**src/include/drive_status_pkg.sv**
```systemverilog
package drive_status_pkg;

  // ----------------------------------------------------------------
  // status word layout
  // ----------------------------------------------------------------
  localparam int STATUS_WIDTH = 16;
  localparam int BIT_ENABLED = 0;
  localparam int BIT_FAULT = 2;
  localparam int BIT_IN_POS = 3;
  localparam int BIT_MOVING = 4;
  localparam int BIT_JOGGING = 5;
  localparam int BIT_STOPPING = 6;
  localparam int BIT_WAIT_IN = 7;
  localparam int BIT_SAVING = 8;
  localparam int BIT_ALARM = 9;
  localparam int BIT_HOMING = 10;
  localparam int BIT_WAIT_TIME = 11;
  localparam int BIT_INIT = 15;
  localparam logic [15:0] STATUS_RESET = 16'h0000;

  // fault-class alarm positions in the alarm word
  localparam logic [15:0] FAULT_ALARM_MASK = 16'h01b9;

  // ----------------------------------------------------------------
  // reply characters
  // ----------------------------------------------------------------
  localparam logic [7:0] CHAR_CMD0 = 8'h53;
  localparam logic [7:0] CHAR_CMD1 = 8'h43;
  localparam logic [7:0] CHAR_EQ = 8'h3d;
  localparam logic [7:0] CHAR_CR = 8'h0d;
  localparam logic [7:0] CHAR_ZERO = 8'h30;
  localparam logic [7:0] CHAR_ALPHA = 8'h37;
  localparam logic [2:0] NIBBLE_LAST = 3'h3;

  // live drive conditions, one flag each
  typedef struct packed {
    logic enabled;
    logic in_position;
    logic moving;
    logic jogging;
    logic stopping;
    logic wait_input;
    logic saving;
    logic homing;
    logic wait_time;
    logic initializing;
  } drive_cond_t;

  // one reply character toward the serial framer
  typedef struct packed {
    logic valid;
    logic [7:0] data;
  } reply_char_t;

  typedef enum logic [2:0] {
    ST_IDLE,
    ST_CMD0,
    ST_CMD1,
    ST_EQ,
    ST_HEX,
    ST_END
  } reply_state_t;

endpackage

```
**src/logic/motor_drive_status_word.sv**
```systemverilog
`timescale 1ns/100ps
// Overview of operation
// - A status query is answered with the 16-bit status word sent as hexadecimal text.
// - The word is captured in the cycle the query arrives, all true bits at once.
// - The reply is the query name, an equals sign, the hex value, then a carriage return.
// - Bit 0 is one while the motor is enabled and zero while disabled.
// - Bit 2 is one whenever a drive fault is active.
// - Bit 3 is one while the motor is at its commanded position.
// - Bit 4 is one while the motor moves.
// - Bit 5 is one while in jog mode.
// - Bit 6 is one while decelerating from a stop command.
// - Bit 7 is one while executing the wait-for-input command.
// - Bit 8 is one while parameters are saved to nonvolatile storage.
// - Bit 9 is one whenever any alarm is present, fault or not.
// - Bit 10 is one while the seek-home command runs.
// - Bit 11 is one while the timed wait command runs.
// - Bit 15 is one while initializing after power-up.
// - Only the six fault-class alarms set the fault bit, and they also disable the motor.
module motor_drive_status_word
  import drive_status_pkg::*;
(
  input wire logic core_clk_i,
  input wire logic rst_i,
  input wire logic clk_en_i,
  input wire logic query_status_command_i,
  input wire drive_cond_t cond_i,
  input wire logic [15:0] alarm_word_i,
  input wire logic reply_ready_i,
  output reply_char_t reply_o,
  output logic busy_o,
  output logic [15:0] drive_condition_word_o,
  output logic motor_disable_o
);

  // ----------------------------------------------------------------
  // live status assembly
  // ----------------------------------------------------------------
  logic fault_active;
  logic [15:0] live_word;

  // only fault-class alarms count as faults
  // fault class filter
  assign fault_active = |(alarm_word_i & FAULT_ALARM_MASK);

  // bits assembled from live conditions; reserved bits stay low
  always_comb begin
    live_word = STATUS_RESET;
    live_word[BIT_ENABLED] = cond_i.enabled & ~fault_active;
    live_word[BIT_FAULT] = fault_active;
    live_word[BIT_IN_POS] = cond_i.in_position;
    live_word[BIT_MOVING] = cond_i.moving;
    live_word[BIT_JOGGING] = cond_i.jogging;
    live_word[BIT_STOPPING] = cond_i.stopping;
    live_word[BIT_WAIT_IN] = cond_i.wait_input;
    live_word[BIT_SAVING] = cond_i.saving;
    live_word[BIT_ALARM] = |alarm_word_i;
    live_word[BIT_HOMING] = cond_i.homing;
    live_word[BIT_WAIT_TIME] = cond_i.wait_time;
    live_word[BIT_INIT] = cond_i.initializing;
    live_word[14:12] = 3'h0;
    live_word[1] = 1'b0;
  end

  // fault alarms force the motor off
  // fault disables motor
  always_ff @(posedge core_clk_i) begin
    if (rst_i) begin
      motor_disable_o <= 1'b0;
    end else if (clk_en_i) begin
      motor_disable_o <= fault_active;
    end
  end

  // ----------------------------------------------------------------
  // reply sequencer
  // ----------------------------------------------------------------
  reply_state_t state_q;
  logic [15:0] snap_q;
  logic [2:0] nib_q;
  logic [3:0] nib_val;
  logic [7:0] hex_char;
  logic [3:0] nib_next;
  logic [7:0] hex_next;
  logic [7:0] char_q;
  logic advance;

  assign busy_o = (state_q != ST_IDLE);
  assign advance = clk_en_i & reply_ready_i;

  // digits from the top nibble down, leading zeros kept so every reply is four digits
  assign nib_val = snap_q[15:12];
  assign hex_char = (nib_val < 4'ha) ? (CHAR_ZERO + {4'h0, nib_val})
                                     : (CHAR_ALPHA + {4'h0, nib_val});

  // digit that follows once the snapshot shifts by one nibble
  assign nib_next = snap_q[11:8];
  assign hex_next = (nib_next < 4'ha) ? (CHAR_ZERO + {4'h0, nib_next})
                                      : (CHAR_ALPHA + {4'h0, nib_next});

  // snapshot held for the whole reply so text stays consistent
  // capture on query
  always_ff @(posedge core_clk_i) begin
    if (rst_i) begin
      snap_q <= STATUS_RESET;
    end else if (clk_en_i) begin
      if (state_q == ST_IDLE && query_status_command_i) begin
        snap_q <= live_word;
      end else if (state_q == ST_HEX && advance) begin
        snap_q <= {snap_q[11:0], 4'h0};
      end
    end
  end

  // last captured word, visible to software
  always_ff @(posedge core_clk_i) begin
    if (rst_i) begin
      drive_condition_word_o <= STATUS_RESET;
    end else if (clk_en_i && state_q == ST_IDLE && query_status_command_i) begin
      drive_condition_word_o <= live_word;
    end
  end

  // queries during a reply are ignored; the host waits for the reply
  // name equals value
  always_ff @(posedge core_clk_i) begin
    if (rst_i) begin
      state_q <= ST_IDLE;
      nib_q <= 3'h0;
    end else if (clk_en_i) begin
      case (state_q)
        ST_IDLE: begin
          if (query_status_command_i) begin
            state_q <= ST_CMD0;
          end
        end
        ST_CMD0: begin
          if (advance) begin
            state_q <= ST_CMD1;
          end
        end
        ST_CMD1: begin
          if (advance) begin
            state_q <= ST_EQ;
            nib_q <= 3'h0;
          end
        end
        ST_EQ: begin
          if (advance) begin
            state_q <= ST_HEX;
          end
        end
        ST_HEX: begin
          if (advance) begin
            if (nib_q == NIBBLE_LAST) begin
              state_q <= ST_END;
            end
            nib_q <= nib_q + 3'h1;
          end
        end
        ST_END: begin
          if (advance) begin
            state_q <= ST_IDLE;
          end
        end
        default: begin
          state_q <= ST_IDLE;
        end
      endcase
    end
  end

  // reply char held in a flop; loaded with the char of the state being entered
  // so the framer sees a glitch-free data bus
  // char register
  always_ff @(posedge core_clk_i) begin
    if (rst_i) begin
      char_q <= 8'h00;
    end else if (clk_en_i) begin
      case (state_q)
        ST_IDLE: begin
          if (query_status_command_i) begin
            char_q <= CHAR_CMD0;
          end
        end
        ST_CMD0: begin
          if (advance) begin
            char_q <= CHAR_CMD1;
          end
        end
        ST_CMD1: begin
          if (advance) begin
            char_q <= CHAR_EQ;
          end
        end
        ST_EQ: begin
          if (advance) begin
            char_q <= hex_char;
          end
        end
        ST_HEX: begin
          if (advance) begin
            char_q <= (nib_q == NIBBLE_LAST) ? CHAR_CR : hex_next;
          end
        end
        default: begin
          if (advance) begin
            char_q <= 8'h00;
          end
        end
      endcase
    end
  end

  // character presented to the framer; valid only in the reply states
  always_comb begin
    reply_o.valid = 1'b1;
    reply_o.data = char_q;
    case (state_q)
      ST_CMD0, ST_CMD1, ST_EQ, ST_HEX, ST_END: begin
        reply_o.valid = 1'b1;
      end
      default: begin
        reply_o.valid = 1'b0;
        reply_o.data = 8'h00;
      end
    endcase
  end

endmodule

```
**config.mk**
```make
export PLATFORM = sky130hd
export DESIGN_NAME = motor_drive_status_word
export DESIGN_NICKNAME = d
export VERILOG_FILES = /design/src/include/drive_status_pkg.sv /design/src/logic/motor_drive_status_word.sv
export SDC_FILE = /design/constraint.sdc
export NUM_CORES = 1
export LEC_CHECK = 0
export BUFFER_PORTS_ARGS = -buffer_cell sky130_fd_sc_hd__buf_2
export CORE_ASPECT_RATIO = 1.2
export CORE_MARGIN = 2
export CORE_UTILIZATION = 50
export DETAILED_ROUTE_END_ITERATION = 10
export PLACE_DENSITY = 0.83
export SYNTH_ARGS = -nofsm -noshare
export SYNTH_HDL_FRONTEND = slang
export SYNTH_SLANG_ARGS = --single-unit
```
**constraint.sdc**
```tcl
create_clock -name core_clk_i -period 1.9 [get_ports core_clk_i]
set_input_delay 0 -clock core_clk_i [delete_from_list [all_inputs] [get_ports core_clk_i]]
set_output_delay 0 -clock core_clk_i [all_outputs]
set_load 0.01 [all_outputs]
```
**Word-level counts from Yosys, hierarchy flattened**

Cells that the tools add are included.

- Add/sub/neg operators: 5
- Order comparisons: 2
- Equality and inequality tests: 13
- Mux-type cells: 24
- Bitwise operators: 3
- Reduce and logical (&&, ||, !) cells: 16

Operators by type and width:

| cell | count |
|---|---|
| $mux 8 | 7 |
| $pmux 8 s5 | 1 |
| $mux 16 | 2 |
| $add 6x4->7 const A | 4 |
| $mux 3 | 8 |
| $mux 7 | 3 |
| $pmux 3 s6 | 1 |
| $reduce_or 16->1 | 1 |
| $ne 2x2->1 const B | 6 |
| $eq 3x2->1 const B | 3 |
| $lt 4x4->1 const B | 2 |
| $reduce_and 8->1 | 1 |
| $reduce_and 7->1 | 1 |
| $eq 3x3->1 const B | 2 |
| $pmux 3 s2 | 1 |
| $reduce_bool 2->1 | 3 |
| $reduce_or 6->1 | 1 |
| $reduce_or 5->1 | 1 |
| $logic_and 1x1->1 | 4 |
| $reduce_and 4->1 | 1 |
| $add 3x1->3 const B | 1 |
| $eq 3x1->1 const B | 1 |
| $logic_not 3->1 | 1 |
| $reduce_bool 3->1 | 1 |
| 5 further kinds | 6 |

- Bits in registers: 43
- Input bits: 31
- Output and inout port bits: 27
- Word-level logic and storage cells: 69

**Logic depth before layout (Yosys ltp)**

- Word-level depth: 5
- Gate-level depth with buffers: 7
- Mapped depth without buffers: 6

**Least setup slack after synthesis**

Ideal clock, no wire load.

- Path type: reg-to-reg
- Start point: register state_q[0]
- End point: register char_q[4]
- Setup time: 0.088 ns
- Data arrival time: 1.406 ns
- Required time: 1.812 ns
- Slack: 0.406 ns
- Stages on the path, launching flop included: 6
- Period minus slack after synthesis: 1.494 ns
- Cell sequence: dfxtp_1 buf_6 or4b_4 o211ai_2 nand3_4 o32ai_2

- Cells in the longest elaborated chain, start to end: 3

RTL lines:

| what | line | source |
|---|---|---|
| start, declared | motor_drive_status_word.sv:77 | `reply_state_t state_q;` |
| start signal, assigned | motor_drive_status_word.sv:127 | `state_q <= ST_IDLE;` |
| start signal, assigned | motor_drive_status_word.sv:133 | `state_q <= ST_CMD0;` |
| start signal, assigned | motor_drive_status_word.sv:138 | `state_q <= ST_CMD1;` |
| $eq 3x1->1, or another cell as far along | motor_drive_status_word.sv:179 | `case (state_q)` |
| $ne 2x2->1 (no line) or $reduce_bool 2->1 (tied branches) | n/a |  |
| $reduce_and 7->1 (no line) | n/a |  |
| end signal, assigned | motor_drive_status_word.sv:197 | `char_q <= hex_char;` |
| end signal, assigned | motor_drive_status_word.sv:202 | `char_q <= (nib_q == NIBBLE_LAST) ? CHAR_CR : hex_next;` |
| end, declared | motor_drive_status_word.sv:84 | `logic [7:0] char_q;` |

Parallel ways exist; a longest one is shown, timed or not.
A chain may end at the register's enable or synchronous reset.

==> out/qor.txt <==
Ratio of cells with drive above 1 in the final layout: 24.1%
FF-to-FF End: char_q[1]
IO Pins: 58
Worst Skew: 0.00578 ns
Final slew viol count: 0
Synth Register Bits: 41
Synth Area in Compound Gates: 24.1%
Sequential share of the synthesized area: 36.6%
Switching power: 595 uW
Worst Path Max Fanout: 9
Outcome: finished clean
Inst Count DP: 373
CTS tree: yes
WP data required: 1.90 ns
First-pass GRT wire length: 9.83 mm
Fraction of synthesized area in multiplexers: 0.950%
Full die area: 5030 sq um
Core ar.: 4290 sq um
Clk_lat worst skew: 0.30 ns
Worst EP arrival: 1.72 ns
Root Driver: clkbuf_8
Clk pwr share: 35.8%
Die height: 77.3 um
H-tree Lvls: 2
Synth Area in XOR/XNOR: 1.17%
R2R Setup Slk: 0.29 ns
Dpl hpwl: 4.05 mm
Syn_area_per_cell: 8.06 sq um
Post-route ant nets: 0
CP Launch Type: flip-flop
Initial DRC Count: 129
Min Tclk post-route: 1.72 ns
CP Capture Type: primary output
Detailed-route DRC error count: 0
Ys async rst share: 0%
Gr ovfl total: 0
N_diodes: 0
Ys Warns: 0
CTS sink count: 41
Row cnt: 26
Pwr/cell area: 762 nW/um^2
Ys flop type: dfxtp_1
Drt wl/cell: 14.6 um
Die Width: 65.1 um
Setup-failing EPs final: 0
Initial Util: 52.2%
PortBufs: 52
Net Sw Frac: 28.2%
Worst r2r path cells: 4
Clock transition at path regs: 0.08 ns
Num CTS Buffers: 5
Most common library cell in the layout ignoring fill and taps: buf_2
Fin Setup TNS: 0 ns
Int Power: 1.51 mW
CTS max path bufs: 2
Leak: 1.14 nW
Synth Area in Simple Gates: 26.5%
Synth Area in Adders: 2.23%
Largest area contributor in the netlist: dfxtp_1
Area delta synth->final: 23.5%
Largest net degree at the start of global routing: 31
Largest family of logic cells by synthesized area: simple AND/OR/NAND/NOR gates
Vias in the first global route: 2,261
Top-area cell type share of the netlist area: 36.6%
Vias per inst: 5.71
Comb power frac: 18.9%
Final Hold Viols: 0
Drt first pass iters: 4
Max Cap Viol: 0
Critical path origin: state_q[1]
Most frequent cells in the layout: buf_2, nand2_1, dfxtp_1, a21oi_1
Finished Layout Cells: 392
HP Class: primary input to flip-flop
Total track usage: 24.8%
Synthesized area: 2240 sq um
Top cells by area, synth: dfxtp_1, nand2_1, a21oi_1, a311oi_1, buf_2
Cell variety after synth: 57
Layout net count: 370
VDD IR max: 0.000668 V
Seq pwr share: 45.4%
Final Wtd Congestion: 0.910
Crit path kind: flip-flop to primary output
Antenna violations before repair: 0
Final Routed Wirelength: 5.73 mm
Mapped Cells: 278
R2r startpoint: state_q[2]
Fraction of the cycle the final worst path needs: 90.7%
Max Freq: 0.580 GHz
Critical Path End: reply_o[5]
DR vias: 2,238
RSZ-0062 raised after global routing: no
Number of enable flip-flop cells after synthesis: 0
worst min path at each step:
stage | startpoint | endpoint | slack (ns) | cells past startpoint
floorplan | cond_i[2] | drive_condition_word_o[10] | 0.14 | 2
global route | alarm_word_i[7] | drive_condition_word_o[0] | 0.06 | 4
finish | alarm_word_i[7] | drive_condition_word_o[0] | 0.03 | 4
detailed placement | cond_i[5] | drive_condition_word_o[6] | 0.26 | 3
CTS | alarm_word_i[8] | drive_condition_word_o[0] | 0.03 | 4
global placement | cond_i[1] | drive_condition_word_o[11] | 0.26 | 3
timing repair:
item / in CTS / in global routing
hold endpoints to repair: 26 / 0
buffers inserted: 0 / 0
resized for setup: 0 / 2
hold buffers: 11 / 0
setup endpoints to repair: 0 / 8
synthesized netlist by cell type (2+ instances only):
cell type  number
a211o_1         2
a21oi_1        28
a22oi_1         3
a311oi_1        8
a31oi_1         2
and2_1          9
and3_1          4
and4b_1         2
buf_2          12
buf_4           5
clkbuf_1        9
dfxtp_1        41
ha_1            4
inv_1          11
nand2_1        42
nand2b_1        5
nand3_1        11
nand4_1         2
nor2_1         10
nor2b_1         5
nor3_1          8
o211ai_1        7
o21ai_0         7
o221ai_1        2
o2bb2ai_1       3
or3_1           2
or4_1           3
xnor2_1         2
routing by layer:
metal	vias up	track usage [%]	part of all wire [%]
met5	-	0	0
met4	0	11.7	2.8
met3	17	5.43	3.9
met2	60	45.5	53
met1	1058	26.2	40
li1	1103	-	-
registers in the layout, indices dropped and copies added (netlist names):
signal / flops
char_q: 7
drive_condition_word_o: 12
motor_disable_o: 1
nib_q: 3
snap_q: 15
state_q: 3
power groups by stage:
stage | Combinational [mW] | Clock, mW | Sequential, mW
floorplan | 0.265 | 0 | 0.963
global placement | 0.363 | 0 | 0.972
detailed placement | 0.374 | 0 | 0.974
CTS | 0.393 | 0.765 | 0.955
global route | 0.440 | 0.790 | 0.963
finish | 0.397 | 0.753 | 0.956
layout make-up:
type                    instances  area [sq um]
flip-flops and latches         41           822
clock inverters                 2          37.5
clock buffers                   6          82.6
fillers                       389          1530
well taps                      56          70.1
inverters                      11          41.3
repair buffers                 73           458
multi-input cells             203          1250
through the flow:
stage,setup slack (ns),instance area [sq um],util [%],hold slack (ns),power (mW)
detailed placement,0.267,2530,58.9,0.264,1.35
global route,0.0522,2770,64.4,0.0590,2.19
global placement,0.294,2530,58.9,0.255,1.33
CTS,0.0132,2760,64.3,0.0264,2.11
floorplan,0.406,2250,-,0.136,1.23
finish,0.177,2770,64.4,0.0256,2.11
worst max-delay path: stages, from the launching register on:
cell and delay [ns]:
dfxtp_1 0.40, nor2_1 0.39, nand2_1 0.12, a21boi_2 0.21, and2_1 0.17, buf_2 0.13
cells by family (layout without fill, tap and decap cells):
kind of cell,Yosys count,count (layout)
simple gates,112,112
mux,2,2
xor+xnor,3,3
other cells,1,5
compound gates,77,77
fa+ha+maj,4,4
flops,41,41
buf+inv,38,92
Power figures use the tool's default switching activity.
